**src/sd_channel_pkg.sv**
```systemverilog
package sd_channel_pkg;
	localparam int NUM_CH_DEF = 7;
	localparam int IDX_W = 10;

	// printed offsets are register indices; byte address is four times the index
	localparam logic [IDX_W-1:0] IDX_CTL_BASE = 10'h102;
	localparam logic [IDX_W-1:0] IDX_IV = 10'h110;
	localparam logic [IDX_W-1:0] IDX_MEM_BASE = 10'h112;
	localparam logic [IDX_W-1:0] IDX_INCTL_BASE = 10'h0B0;
	localparam logic [IDX_W-1:0] IDX_AE = 10'h0B7;
	localparam logic [IDX_W-1:0] IDX_PRE_BASE = 10'h0B8;
	localparam logic [IDX_W-1:0] IDX_STEP_WIDE = 10'h002;

	// channel_control fields
	localparam int B_BUF = 13;
	localparam int B_UNI = 12;
	localparam int B_XOSR = 11;
	localparam int B_SNGL = 10;
	localparam int B_OSR = 8;
	localparam int B_TOG = 7;
	localparam int B_ACC = 6;
	localparam int B_OVF = 5;
	localparam int B_DF = 4;
	localparam int B_IE = 3;
	localparam int B_IFG = 2;
	localparam int B_SC = 1;
	localparam int B_GRP = 0;
	localparam logic [15:0] CTL_CFG_MASK = 16'h7F99;
	localparam logic [15:0] CTL_BUF_MASK = 16'h6000;

	// channel_input_control fields
	localparam int B_DLY = 6;
	localparam int B_GAIN = 3;
	localparam int B_INCH = 0;

	localparam logic [15:0] RST_CTL = 16'h0000;
	localparam logic [7:0] RST_INCTL = 8'h00;
	localparam logic [7:0] RST_PRE = 8'h00;
	localparam logic [7:0] RST_AE = 8'h00;
	localparam logic [7:0] RST_NEG_GND = 8'hFF;

	localparam logic [4:0] VEC_NONE = 5'h00;
	localparam logic [4:0] VEC_OVF = 5'h02;
	localparam logic [4:0] VEC_CH_BASE = 5'h04;
	localparam logic [1:0] FIRST_IRQ_MAX = 2'h3;
	localparam logic [2:0] GAIN_LAST = 3'h5;

	typedef struct packed {
		logic [1:0] input_buffer_mode;
		logic unipolar_select;
		logic single_shot_select;
		logic [10:0] oversample_ratio;
		logic ratio_reserved;
		logic running;
		logic group_with_next;
		logic result_format;
		logic [2:0] preamp_gain;
		logic gain_reserved;
		logic [2:0] input_pair_select;
		logic [7:0] filter_preload;
	} chan_cfg_s;

	function automatic logic [10:0] osr_decode(input logic xosr, input logic [1:0] code);
		logic [10:0] r;
		r = 11'h000;
		if (!xosr) begin
			r = 11'h100 >> code;
		end else if (code == 2'h0) begin
			r = 11'h200;
		end else if (code == 2'h1) begin
			r = 11'h400;
		end
		return r;
	endfunction
endpackage

```
**src/sd_channel_control.sv**
```systemverilog
`timescale 1ns/100ps
module sd_channel_control #(
	parameter int NUM_CH = sd_channel_pkg::NUM_CH_DEF,
	parameter bit HAS_BUFFER = 1'b1
) (
	input wire logic pclk,
	input wire logic presetn,
	input wire logic psel,
	input wire logic penable,
	input wire logic pwrite,
	input wire logic [11:0] paddr,
	input wire logic [31:0] pwdata,
	output logic [31:0] prdata,
	output logic pready,
	output logic pslverr,
	input wire logic [NUM_CH-1:0] sample_valid,
	input wire logic [NUM_CH-1:0][31:0] sample_data,
	input wire logic [NUM_CH-1:0] overflow_event,
	output sd_channel_pkg::chan_cfg_s [NUM_CH-1:0] chan_cfg,
	output logic [NUM_CH-1:0] conversion_start,
	output logic [7:0] analog_enable_bits,
	output logic [7:0] negative_to_ground
);
	import sd_channel_pkg::*;

	logic [31:0] prdata_q;
	logic pready_q;
	logic pslverr_q;
	logic [7:0] ae_q;
	logic [7:0] neg_gnd_q;
	logic [NUM_CH-1:0] start_q;
	chan_cfg_s [NUM_CH-1:0] cfg_out_q;

	wire [IDX_W-1:0] idx = paddr[11:2];
	wire acc_phase = psel & penable;
	// side effects only at the edge that completes the transfer
	wire done = acc_phase & pready_q;
	wire wr_en = done & pwrite;
	wire rd_en = done & ~pwrite;
	wire hit_ae = (idx == IDX_AE);
	wire hit_iv = (idx == IDX_IV);

	wire [NUM_CH-1:0] start_req;
	wire [NUM_CH-1:0] ovf_vec;
	wire [NUM_CH-1:0] pend_vec;
	wire [NUM_CH-1:0] hit_any;
	wire [NUM_CH-1:0][15:0] rd_ch;

	genvar i;
	generate
		for (i = 0; i < NUM_CH; i++) begin : g_ch
			logic [15:0] cfg_q;
			logic acc_q;
			logic ovf_q;
			logic ifg_q;
			logic sc_q;
			logic [1:0] skip_q;
			logic [31:0] res_q;
			logic [7:0] inctl_q;
			logic [7:0] pre_q;

			wire [IDX_W-1:0] off_w = IDX_W'(i);
			wire [IDX_W-1:0] off_n = IDX_W'(2 * i);
			wire hit_ctl = (idx == IDX_CTL_BASE + off_n);
			wire hit_mem = (idx == IDX_MEM_BASE + off_n);
			wire hit_inctl = (idx == IDX_INCTL_BASE + off_w);
			wire hit_pre = (idx == IDX_PRE_BASE + off_w);
			wire wr_ctl = wr_en & hit_ctl;
			wire rd_mem = rd_en & hit_mem;
			wire [15:0] cfg_mask = HAS_BUFFER ? CTL_CFG_MASK : (CTL_CFG_MASK & ~CTL_BUF_MASK);
			wire single = cfg_q[B_SNGL];
			// grouping written together with the start bit already counts
			wire grp_now = wr_ctl ? pwdata[B_GRP] : cfg_q[B_GRP];
			wire chain_in;
			if (i == 0) begin : g_first
				assign chain_in = 1'b0;
			end else begin : g_rest
				// lower channel grouped with this one starts it too
				assign chain_in = start_req[i-1] & g_ch[i-1].grp_now;
			end
			assign start_req[i] = (wr_ctl & pwdata[B_SC]) | chain_in;
			// samples before the chosen one are swallowed
			wire deliver = sample_valid[i] & sc_q & (skip_q == 2'h0) & ~start_req[i];
			// offset binary from the filter; msb flip gives two's complement
			wire [31:0] res_fmt = cfg_q[B_DF] ? {~sample_data[i][31], sample_data[i][30:0]}
				: sample_data[i];
			// hardware sets win over same-cycle clears
			wire ifg_d = deliver | (wr_ctl ? pwdata[B_IFG] : (ifg_q & ~rd_mem));
			wire ovf_d = overflow_event[i] | (wr_ctl ? pwdata[B_OVF] : ovf_q);
			wire sc_d = start_req[i] | (wr_ctl ? pwdata[B_SC] : (sc_q & ~(deliver & single)));
			wire acc_d = wr_ctl ? pwdata[B_ACC] : (acc_q ^ (rd_mem & cfg_q[B_TOG]));
			wire [1:0] skip_d = start_req[i] ? (FIRST_IRQ_MAX - inctl_q[B_DLY +: 2])
				: (sample_valid[i] & sc_q & (skip_q != 2'h0)) ? skip_q - 2'h1 : skip_q;
			wire [15:0] window = acc_q ? res_q[15:0] : res_q[31:16];
			wire [15:0] ctl_rd = (cfg_q & cfg_mask) | (16'(acc_q) << B_ACC) | (16'(ovf_q) << B_OVF)
				| (16'(ifg_q) << B_IFG) | (16'(sc_q) << B_SC);

			always_ff @(posedge pclk or negedge presetn) begin
				if (!presetn) begin
					cfg_q <= RST_CTL;
					acc_q <= 1'b0;
					ovf_q <= 1'b0;
					ifg_q <= 1'b0;
					sc_q <= 1'b0;
					skip_q <= 2'h0;
					res_q <= 32'h0000_0000;
					inctl_q <= RST_INCTL;
					pre_q <= RST_PRE;
				end else begin
					if (wr_ctl) begin
						cfg_q <= pwdata[15:0] & cfg_mask;
					end
					if (wr_en & hit_inctl) begin
						inctl_q <= pwdata[7:0];
					end
					if (wr_en & hit_pre) begin
						pre_q <= pwdata[7:0];
					end
					if (deliver) begin
						res_q <= res_fmt;
					end
					acc_q <= acc_d;
					ovf_q <= ovf_d;
					ifg_q <= ifg_d;
					sc_q <= sc_d;
					skip_q <= skip_d;
				end
			end

			always_ff @(posedge pclk or negedge presetn) begin
				if (!presetn) begin
					cfg_out_q[i] <= '0;
				end else begin
					cfg_out_q[i].input_buffer_mode <= cfg_q[B_BUF +: 2] & {2{HAS_BUFFER}};
					cfg_out_q[i].unipolar_select <= cfg_q[B_UNI];
					cfg_out_q[i].single_shot_select <= single;
					cfg_out_q[i].oversample_ratio <= osr_decode(cfg_q[B_XOSR], cfg_q[B_OSR +: 2]);
					cfg_out_q[i].ratio_reserved <= cfg_q[B_XOSR] & cfg_q[B_OSR + 1];
					cfg_out_q[i].running <= sc_q;
					cfg_out_q[i].group_with_next <= (i < NUM_CH - 1) & cfg_q[B_GRP];
					cfg_out_q[i].result_format <= cfg_q[B_DF];
					cfg_out_q[i].preamp_gain <= inctl_q[B_GAIN +: 3];
					cfg_out_q[i].gain_reserved <= (inctl_q[B_GAIN +: 3] > GAIN_LAST);
					cfg_out_q[i].input_pair_select <= inctl_q[B_INCH +: 3];
					cfg_out_q[i].filter_preload <= pre_q;
				end
			end

			assign ovf_vec[i] = ovf_q;
			// disabled channel keeps its flag but raises no request
			assign pend_vec[i] = ifg_q & cfg_q[B_IE];
			assign hit_any[i] = hit_ctl | hit_mem | hit_inctl | hit_pre;
			assign rd_ch[i] = hit_ctl ? ctl_rd : hit_mem ? window
				: hit_inctl ? {8'h00, inctl_q} : hit_pre ? {8'h00, pre_q} : 16'h0000;
		end
	endgenerate

	// overflow ranks first, then the lowest pending channel
	logic [4:0] vec_w;
	always_comb begin
		vec_w = VEC_NONE;
		for (int c = NUM_CH - 1; c >= 0; c--) begin
			if (pend_vec[c]) begin
				vec_w = VEC_CH_BASE + 5'(2 * c);
			end
		end
		if (|ovf_vec) begin
			vec_w = VEC_OVF;
		end
	end

	logic [15:0] rd_word;
	always_comb begin
		rd_word = 16'h0000;
		for (int c = 0; c < NUM_CH; c++) begin
			rd_word = rd_word | rd_ch[c];
		end
		if (hit_ae) begin
			rd_word = {8'h00, ae_q};
		end
		if (hit_iv) begin
			rd_word = {11'h000, vec_w[4:1], 1'b0};
		end
	end

	wire mapped = (|hit_any) | hit_ae | hit_iv;

	// one wait state: data is captured on the same edge that raises pready
	always_ff @(posedge pclk or negedge presetn) begin
		if (!presetn) begin
			prdata_q <= 32'h0000_0000;
			pready_q <= 1'b0;
			pslverr_q <= 1'b0;
		end else begin
			pready_q <= acc_phase & ~pready_q;
			pslverr_q <= acc_phase & ~pready_q & ~mapped;
			if (acc_phase & ~pready_q) begin
				prdata_q <= {16'h0000, rd_word};
			end
		end
	end

	always_ff @(posedge pclk or negedge presetn) begin
		if (!presetn) begin
			ae_q <= RST_AE;
			neg_gnd_q <= RST_NEG_GND;
			start_q <= '0;
		end else begin
			if (wr_en & hit_ae) begin
				ae_q <= pwdata[7:0];
				neg_gnd_q <= ~pwdata[7:0];
			end
			start_q <= start_req;
		end
	end

	assign prdata = prdata_q;
	assign pready = pready_q;
	assign pslverr = pslverr_q;
	assign chan_cfg = cfg_out_q;
	assign conversion_start = start_q;
	assign analog_enable_bits = ae_q;
	assign negative_to_ground = neg_gnd_q;
endmodule

```
**config.mk**
```make
export PLATFORM = sky130hd
export DESIGN_NAME = sd_channel_control
export DESIGN_NICKNAME = d
export VERILOG_FILES = /design/src/sd_channel_pkg.sv /design/src/sd_channel_control.sv
export SDC_FILE = /design/constraint.sdc
export NUM_CORES = 1
export LEC_CHECK = 0
export ABC_AREA = 1
export ABC_CLOCK_PERIOD_IN_PS = 3110
export BUFFER_PORTS_ARGS = -buffer_cell sky130_fd_sc_hd__buf_2
export CORE_MARGIN = 4
export CORE_UTILIZATION = 55
export DETAILED_ROUTE_END_ITERATION = 8
export PLACE_DENSITY = 0.8
export SYNTH_ARGS = -nofsm -noshare
export SYNTH_HDL_FRONTEND = slang
export SYNTH_SLANG_ARGS = --single-unit
export TNS_END_PERCENT = 1
```
**constraint.sdc**
```tcl
create_clock -name pclk -period 3.11 [get_ports pclk]
set_clock_uncertainty 0.1 [all_clocks]
set_input_delay 0.622 -clock pclk [delete_from_list [all_inputs] [get_ports pclk]]
set_output_delay 0.622 -clock pclk [all_outputs]
set_load 0.01 [all_outputs]
```
Word level (Yosys, flattened, before mapping)
Index checks and enable logic that the tools add are counted.
- add/subtract/negate cells: 14
- order comparisons: 7
- equality and inequality tests: 37
- shift-type cells: 7
- mux-type cells: 121
- bitwise operators: 241
- reductions and logical operators: 30
- operators with widths (kind ; count):
    2-to-1 mux 16 bit ; 23
    2-to-1 mux 11 bit ; 21
    2-to-1 mux 32 bit ; 7
    == test 10 x 8 -> 1 bit (second input constant) ; 15
    == test 10 x 9 -> 1 bit (second input constant) ; 15
    bitwise AND 1 bit ; 118
    2-to-1 mux 8 bit ; 14
    bitwise OR 15 x 2 -> 15 bit ; 7
    bitwise OR 15 x 3 -> 15 bit ; 7
    bitwise OR 15 x 6 -> 15 bit ; 7
    bitwise OR 15 x 7 -> 15 bit ; 7
    bitwise OR 16 bit ; 6
    right shift 9 x 2 -> 11 bit (first input constant) ; 7
    bitwise OR 1 bit ; 50
    2-to-1 mux 5 bit ; 8
    2-to-1 mux 1 bit ; 34
    inverter 1 bit ; 31
    logical NOT 2 bit ; 14
    2-to-1 mux 2 bit ; 14
    nonzero test 2 bit ; 14
    greater-than comparator 3 bit (second input constant) ; 7
    == test 2 x 1 -> 1 bit (second input constant) ; 7
    OR reduction 7 bit ; 2
    subtractor 2 x 1 -> 2 bit (second input constant) ; 7
    other kinds (3) ; 15
- flip-flop bits (word level): 733

Logic depth before layout (Yosys ltp)
- depth after elaboration: 24
- gate-level depth with buffers: 21
- gate-level depth less buffers: 20

Worst setup path before layout
OpenSTA, ideal clock, no wires.
- kind: input to register
- from: input paddr[10]
- to: register g_ch[5].res_q[21]
- setup time: 0.116 ns
- data arrival time: 2.404 ns
- data required time: 2.894 ns
- setup slack: 0.489 ns
- cell stages on the path: 21
- path buffers: 2
- cell sequence: inv_1 > nor2_2 > nand2_1 > nor2_4 > nand3_2 > buf_6 > nand2_2 > nand3_1 > nand2_2 > nand2_2 > nand2_4 > nand2_2 > nand2_4 > nand2_2 > nand2_4 > inv_2 > nand2_4 > inv_2 > buf_4 > nand2_1 > nand2_1
- word-level cells in the longest chain between the ends: 15
- elaborated cells on any way between the ends: 35
- those cells by class: 6 x eq/ne; 5 x mux; 24 x bitwise
- ends and longest elaborated chain (item ; line ; text):
    start: declaration ; sd_channel_control.sv:11 ; input wire logic [11:0] paddr,
    == test 10 x 9 -> 1 bit ; sd_channel_control.sv:64 ; wire hit_ctl = (idx == IDX_CTL_BASE + off_n);
    bitwise AND 1 bit ; sd_channel_control.sv:68 ; wire wr_ctl = wr_en & hit_ctl;
    bitwise AND 1 bit or 2-to-1 mux 1 bit (tied branches) ; sd_channel_control.sv:81, sd_channel_control.sv:73 ;
    bitwise AND 1 bit ; sd_channel_control.sv:79 ; assign chain_in = start_req[i-1] & g_ch[i-1].grp_now;
    bitwise OR 1 bit ; sd_channel_control.sv:81 ; assign start_req[i] = (wr_ctl & pwdata[B_SC]) | chain_in;
    bitwise AND 1 bit ; sd_channel_control.sv:79 ;
    bitwise OR 1 bit (*) ; sd_channel_control.sv:81 ;
    named net start_req[2] ; sd_channel_control.sv:43 ; wire [NUM_CH-1:0] start_req;
    [2 not listed] ; n/a ;
    named net start_req[3] ; sd_channel_control.sv:43 ;
    bitwise AND 1 bit (*) ; sd_channel_control.sv:79 ;
    bitwise OR 1 bit (*) ; sd_channel_control.sv:81 ;
    named net start_req[4] ; sd_channel_control.sv:43 ;
    bitwise AND 1 bit (*) ; sd_channel_control.sv:79 ;
    bitwise OR 1 bit (*) ; sd_channel_control.sv:81 ;
    named net start_req[5] ; sd_channel_control.sv:43 ;
    inverter 1 bit (*) ; sd_channel_control.sv:83 ; wire deliver = sample_valid[i] & sc_q & (skip_q == 2'h0) & ~start_req[i];
    bitwise AND 1 bit (*) ; sd_channel_control.sv:83 ;
    end signal: assignment ; sd_channel_control.sv:120 ; res_q <= res_fmt;
    end: declaration ; sd_channel_control.sv:58 ; logic [31:0] res_q;
Mark *: on every way through the listed nets, which the timed path passes. The rest lies on a longest branch.
A chain may end at the register's enable or synchronous reset.

Worst setup path after layout
- from: register pready_q (netlist: pready)
- to: register pslverr_q (netlist: pslverr)
- word-level cells in the longest chain between the ends: 3
- ends and longest elaborated chain (item ; line ; text):
    start: declaration ; sd_channel_control.sv:27 ; logic pready_q;
    start signal: assignment ; sd_channel_control.sv:195 ; pready_q <= acc_phase & ~pready_q;
    inverter 1 bit ; sd_channel_control.sv:196 ; pslverr_q <= acc_phase & ~pready_q & ~mapped;
    bitwise AND 1 bit (2 in series) ; sd_channel_control.sv:196 ;
    end signal: assignment ; sd_channel_control.sv:196 ;
    end: declaration ; sd_channel_control.sv:28 ; logic pslverr_q;
No other way between the ends.

==> qor.txt <==
Tcrit/Tclk final = 0.913
Global Route Usage Sum = 0.381
crit path kind = flop to flop
Slew @ Worst Pin = 0.783 ns
number of global-route vias before repair = 25700
dpl cells = 4539
clock slew at reported path FFs = 0.06 ns
clock buffer count from CTS = 72
CTS Buffer Depth = 3
worst-path maximum fanout = 5
Post-route DRC = 0
Gate Count Post-Synth = 3253
Die X = 238 um
clock latency on the worst-skew pair = 0.62 ns
Post-synth ARST share = 1.00
Layout Nets = 4220
Die Height = 238 um
endpoint type of the worst setup path = flop
Post-CTS Resized = 0
DP Area = 33800 sq um
die area = 56600 sq um
RSZ-0062 raised after global routing = false
antenna viol nets, final = 0
Util after Layout = 0.691
min Tclk post-route = 2.84 ns
pwr/cell area = 539 nW/um^2
ys flop type = dfrtp_1
Area Growth Syn to Fin = 24.6%
register area share after synthesis = 0.601
hold_buf cts = 1
initial antenna violation count = 7
f_max = 0.352 GHz
Post-synth EDFFs = 0
synthesis-stage register bit count = 698
Top Ports = 582
final setup fails = 0
Hold Vio Cnt, Final = 0
CORE AREA = 52400 sq um
run status = completed
starting density of the core = 0.554
max_cap viols = 0
Reg2Reg Setup Slack = 0.27 ns
Max transition margin = 0.476
Routability Congestion = 1.05
Critical Path Source Type = flop
post-CTS setup buffer count = 0
Critical Path RT = 3.56 ns
CTS Sinks = 698
Critical Path AT = 3.29 ns
Routed WL = 110000 um
grt ovf = 0
Post-Layout Cell Count = 4676
Site Rows = 84
H-tree Lvls = 3
TritonCTS clock tree = yes
Synth cell types = 54
Iteration-0 DRC Markers = 3390
hold slack final = 0.0888 ns
synthesized area = 29100 sq um
Max VDD drop = 0.400 mV
layout cells sized above 1 = 0.230
DR WL/cell = 23.5 um
final instance area = 36200 sq um
via count = 26700
YS warnings = 0
max-slew violations = 0
DR vias/cell = 5.71
Root Buffer = clkbuf_16
largest net degree at the start of global routing = 97
# fillers = 4115
DP HPWL = 83400 um
leakage = 19.3 nW
global-route wire length before repair = 161000 um
DRT Pass-1 Iters = 6
HP Class = input port to flop
Avg Cell Area, Syn = 8.94 sq um
Port Buffer Count = 510
-- per-stage QoR --
step | total power (W) | setup WS, ns | TNS, ns
after detailed placement | 0.0108 | -0.153 | -0.983
final | 0.0195 | 0.272 | 0
after CTS | 0.0195 | 0.381 | 0
after global routing | 0.0201 | 0.107 | 0
after floorplan | 0.0101 | 0.489 | 0
after global placement | 0.0108 | -0.114 | -0.114
-- flip-flops by register name (all words and copies together), names as in the netlist --
| signal | flops |
|---|---|
| g_ch.skip_q | 14 |
| g_ch.sc_q | 7 |
| g_ch.ifg_q | 7 |
| pready | 1 |
| chan_cfg | 202 |
| g_ch.pre_q | 56 |
| analog_enable_bits | 8 |
| conversion_start | 7 |
| g_ch.inctl_q | 56 |
| g_ch.cfg_q | 77 |
| g_ch.res_q | 224 |
| g_ch.acc_q | 7 |
| negative_to_ground | 8 |
| pslverr | 1 |
| g_ch.ovf_q | 7 |
| prdata | 16 |
-- synth_stat cells (3+ instances only) --
cell	count	area, sq um
nand2_2	7	43.8
o21ai_1	4	20.0
nor2_4	4	45.0
buf_4	58	435
a211oi_1	6	45.0
o211ai_1	27	203
clkbuf_1	121	454
clkinv_1	10	37.5
a221oi_1	13	114
dfrtp_1	690	17300
o221ai_1	3	26.3
dfstp_2	8	210
a211o_1	4	35.0
nand4_1	63	394
ha_1	7	87.6
o2111ai_1	5	43.8
inv_2	10	37.5
nand2_4	5	56.3
a31oi_1	8	50.1
o21ai_0	329	1650
buf_6	6	67.6
a22o_1	7	61.3
nand2_1	1185	4450
nor3_1	65	325
nand3_1	151	756
o22ai_1	17	106
mux2i_1	7	70.1
a21oi_1	52	260
nor2_2	4	25.0
a2111oi_0	5	43.8
or2_2	7	43.8
xnor2_1	6	52.6
nor4_1	16	100
xor2_1	12	105
inv_1	211	792
buf_2	16	80.1
nor2_1	85	319
-- worst max-delay path, cell delays in order (launching register included) --
cell and delay, ns:
dfrtp_1 0.42, nor2_1 0.63, buf_4 0.24, nand3_1 0.07, nor3_1 0.30, nand3_1 0.20, nor4_1 0.60, buf_4 0.22
-- area by class of cell --
cell class                 instances  area [sq um]  area share
multi-input combinational       2172          9890       0.273
clock inverter                    21           264     0.00728
sequential                       698         17500       0.482
inverter                         231           867      0.0239
tap                              688           861      0.0238
antenna                            7          17.5    0.000483
clock buffer                     108          2170      0.0599
timing repair buffer             751          4700       0.130
-- logic make-up after synthesis --
kind of cell | Yosys count | synth area share
AND/OR/NAND/NOR | 1596 | 0.227
adder cells (fa/ha/maj) | 7 | 0.00301
buffers and inverters | 434 | 0.0658
XOR/XNOR | 18 | 0.00542
multiplexers | 7 | 0.00241
other | 1 | 0.000129
flip-flops | 698 | 0.601
AO/OA/AOI/OAI | 492 | 0.0950
-- placed cells by master, fill, tap and decap left out, types with 6 or more instances in the layout --
cell type,n
nand2_1,1185
dfrtp_1,690
buf_2,509
o21ai_0,329
buf_4,214
inv_1,211
nand3_1,151
nor2_1,84
clkbuf_16,74
nor3_1,65
nand4_1,63
a21oi_1,52
conb_1,52
o211ai_1,27
buf_12,26
clkbuf_8,19
o22ai_1,17
nor4_1,16
clkbuf_1,15
a221oi_1,13
xor2_1,12
inv_2,10
clkinv_1,10
clkinv_2,10
a31oi_1,8
dfstp_2,8
diode_2,7
nand2_2,7
or2_2,7
a22o_1,7
mux2i_1,7
ha_1,7
a211oi_1,6
xnor2_1,6
-- final timing paths --
kind	startpoint	end	cells after the start
max	pready$_DFF_PN0_	pslverr$_DFF_PN0_	7
min	pwdata[4]	negative_to_ground[4]$_DFFE_PN1P_	2
max reg2reg	pready$_DFF_PN0_	pslverr$_DFF_PN0_	7
min reg2reg	g_ch[6].cfg_q[13]$_DFFE_PN0P_	chan_cfg[236]$_DFF_PN0_	0
max in group asynchronous	presetn	negative_to_ground[0]$_DFFE_PN1P_	4
min in group asynchronous	presetn	prdata[7]$_DFFE_PN0P_	2
-- metal layers --
metal  routed length [um]  vias up  global-route usage  share of wire
met5                   13        -                   0        0.00012
met4                 6530        2               0.189          0.059
met3                11000      309              0.0662           0.10
met2                49700     1679               0.584           0.45
met1                42700    12900               0.534           0.39
li1                     -    11800                   -              -
-- report_power, final --
group / internal, W / leakage [nW] / switching [W]
sequential: 0.00930 / 9.16 / 0.000140
clock: 0.00519 / 1.20 / 0.00369
combinational: 0.000423 / 8.96 / 0.000782
No activity file was read; power rests on OpenSTA's default activity.
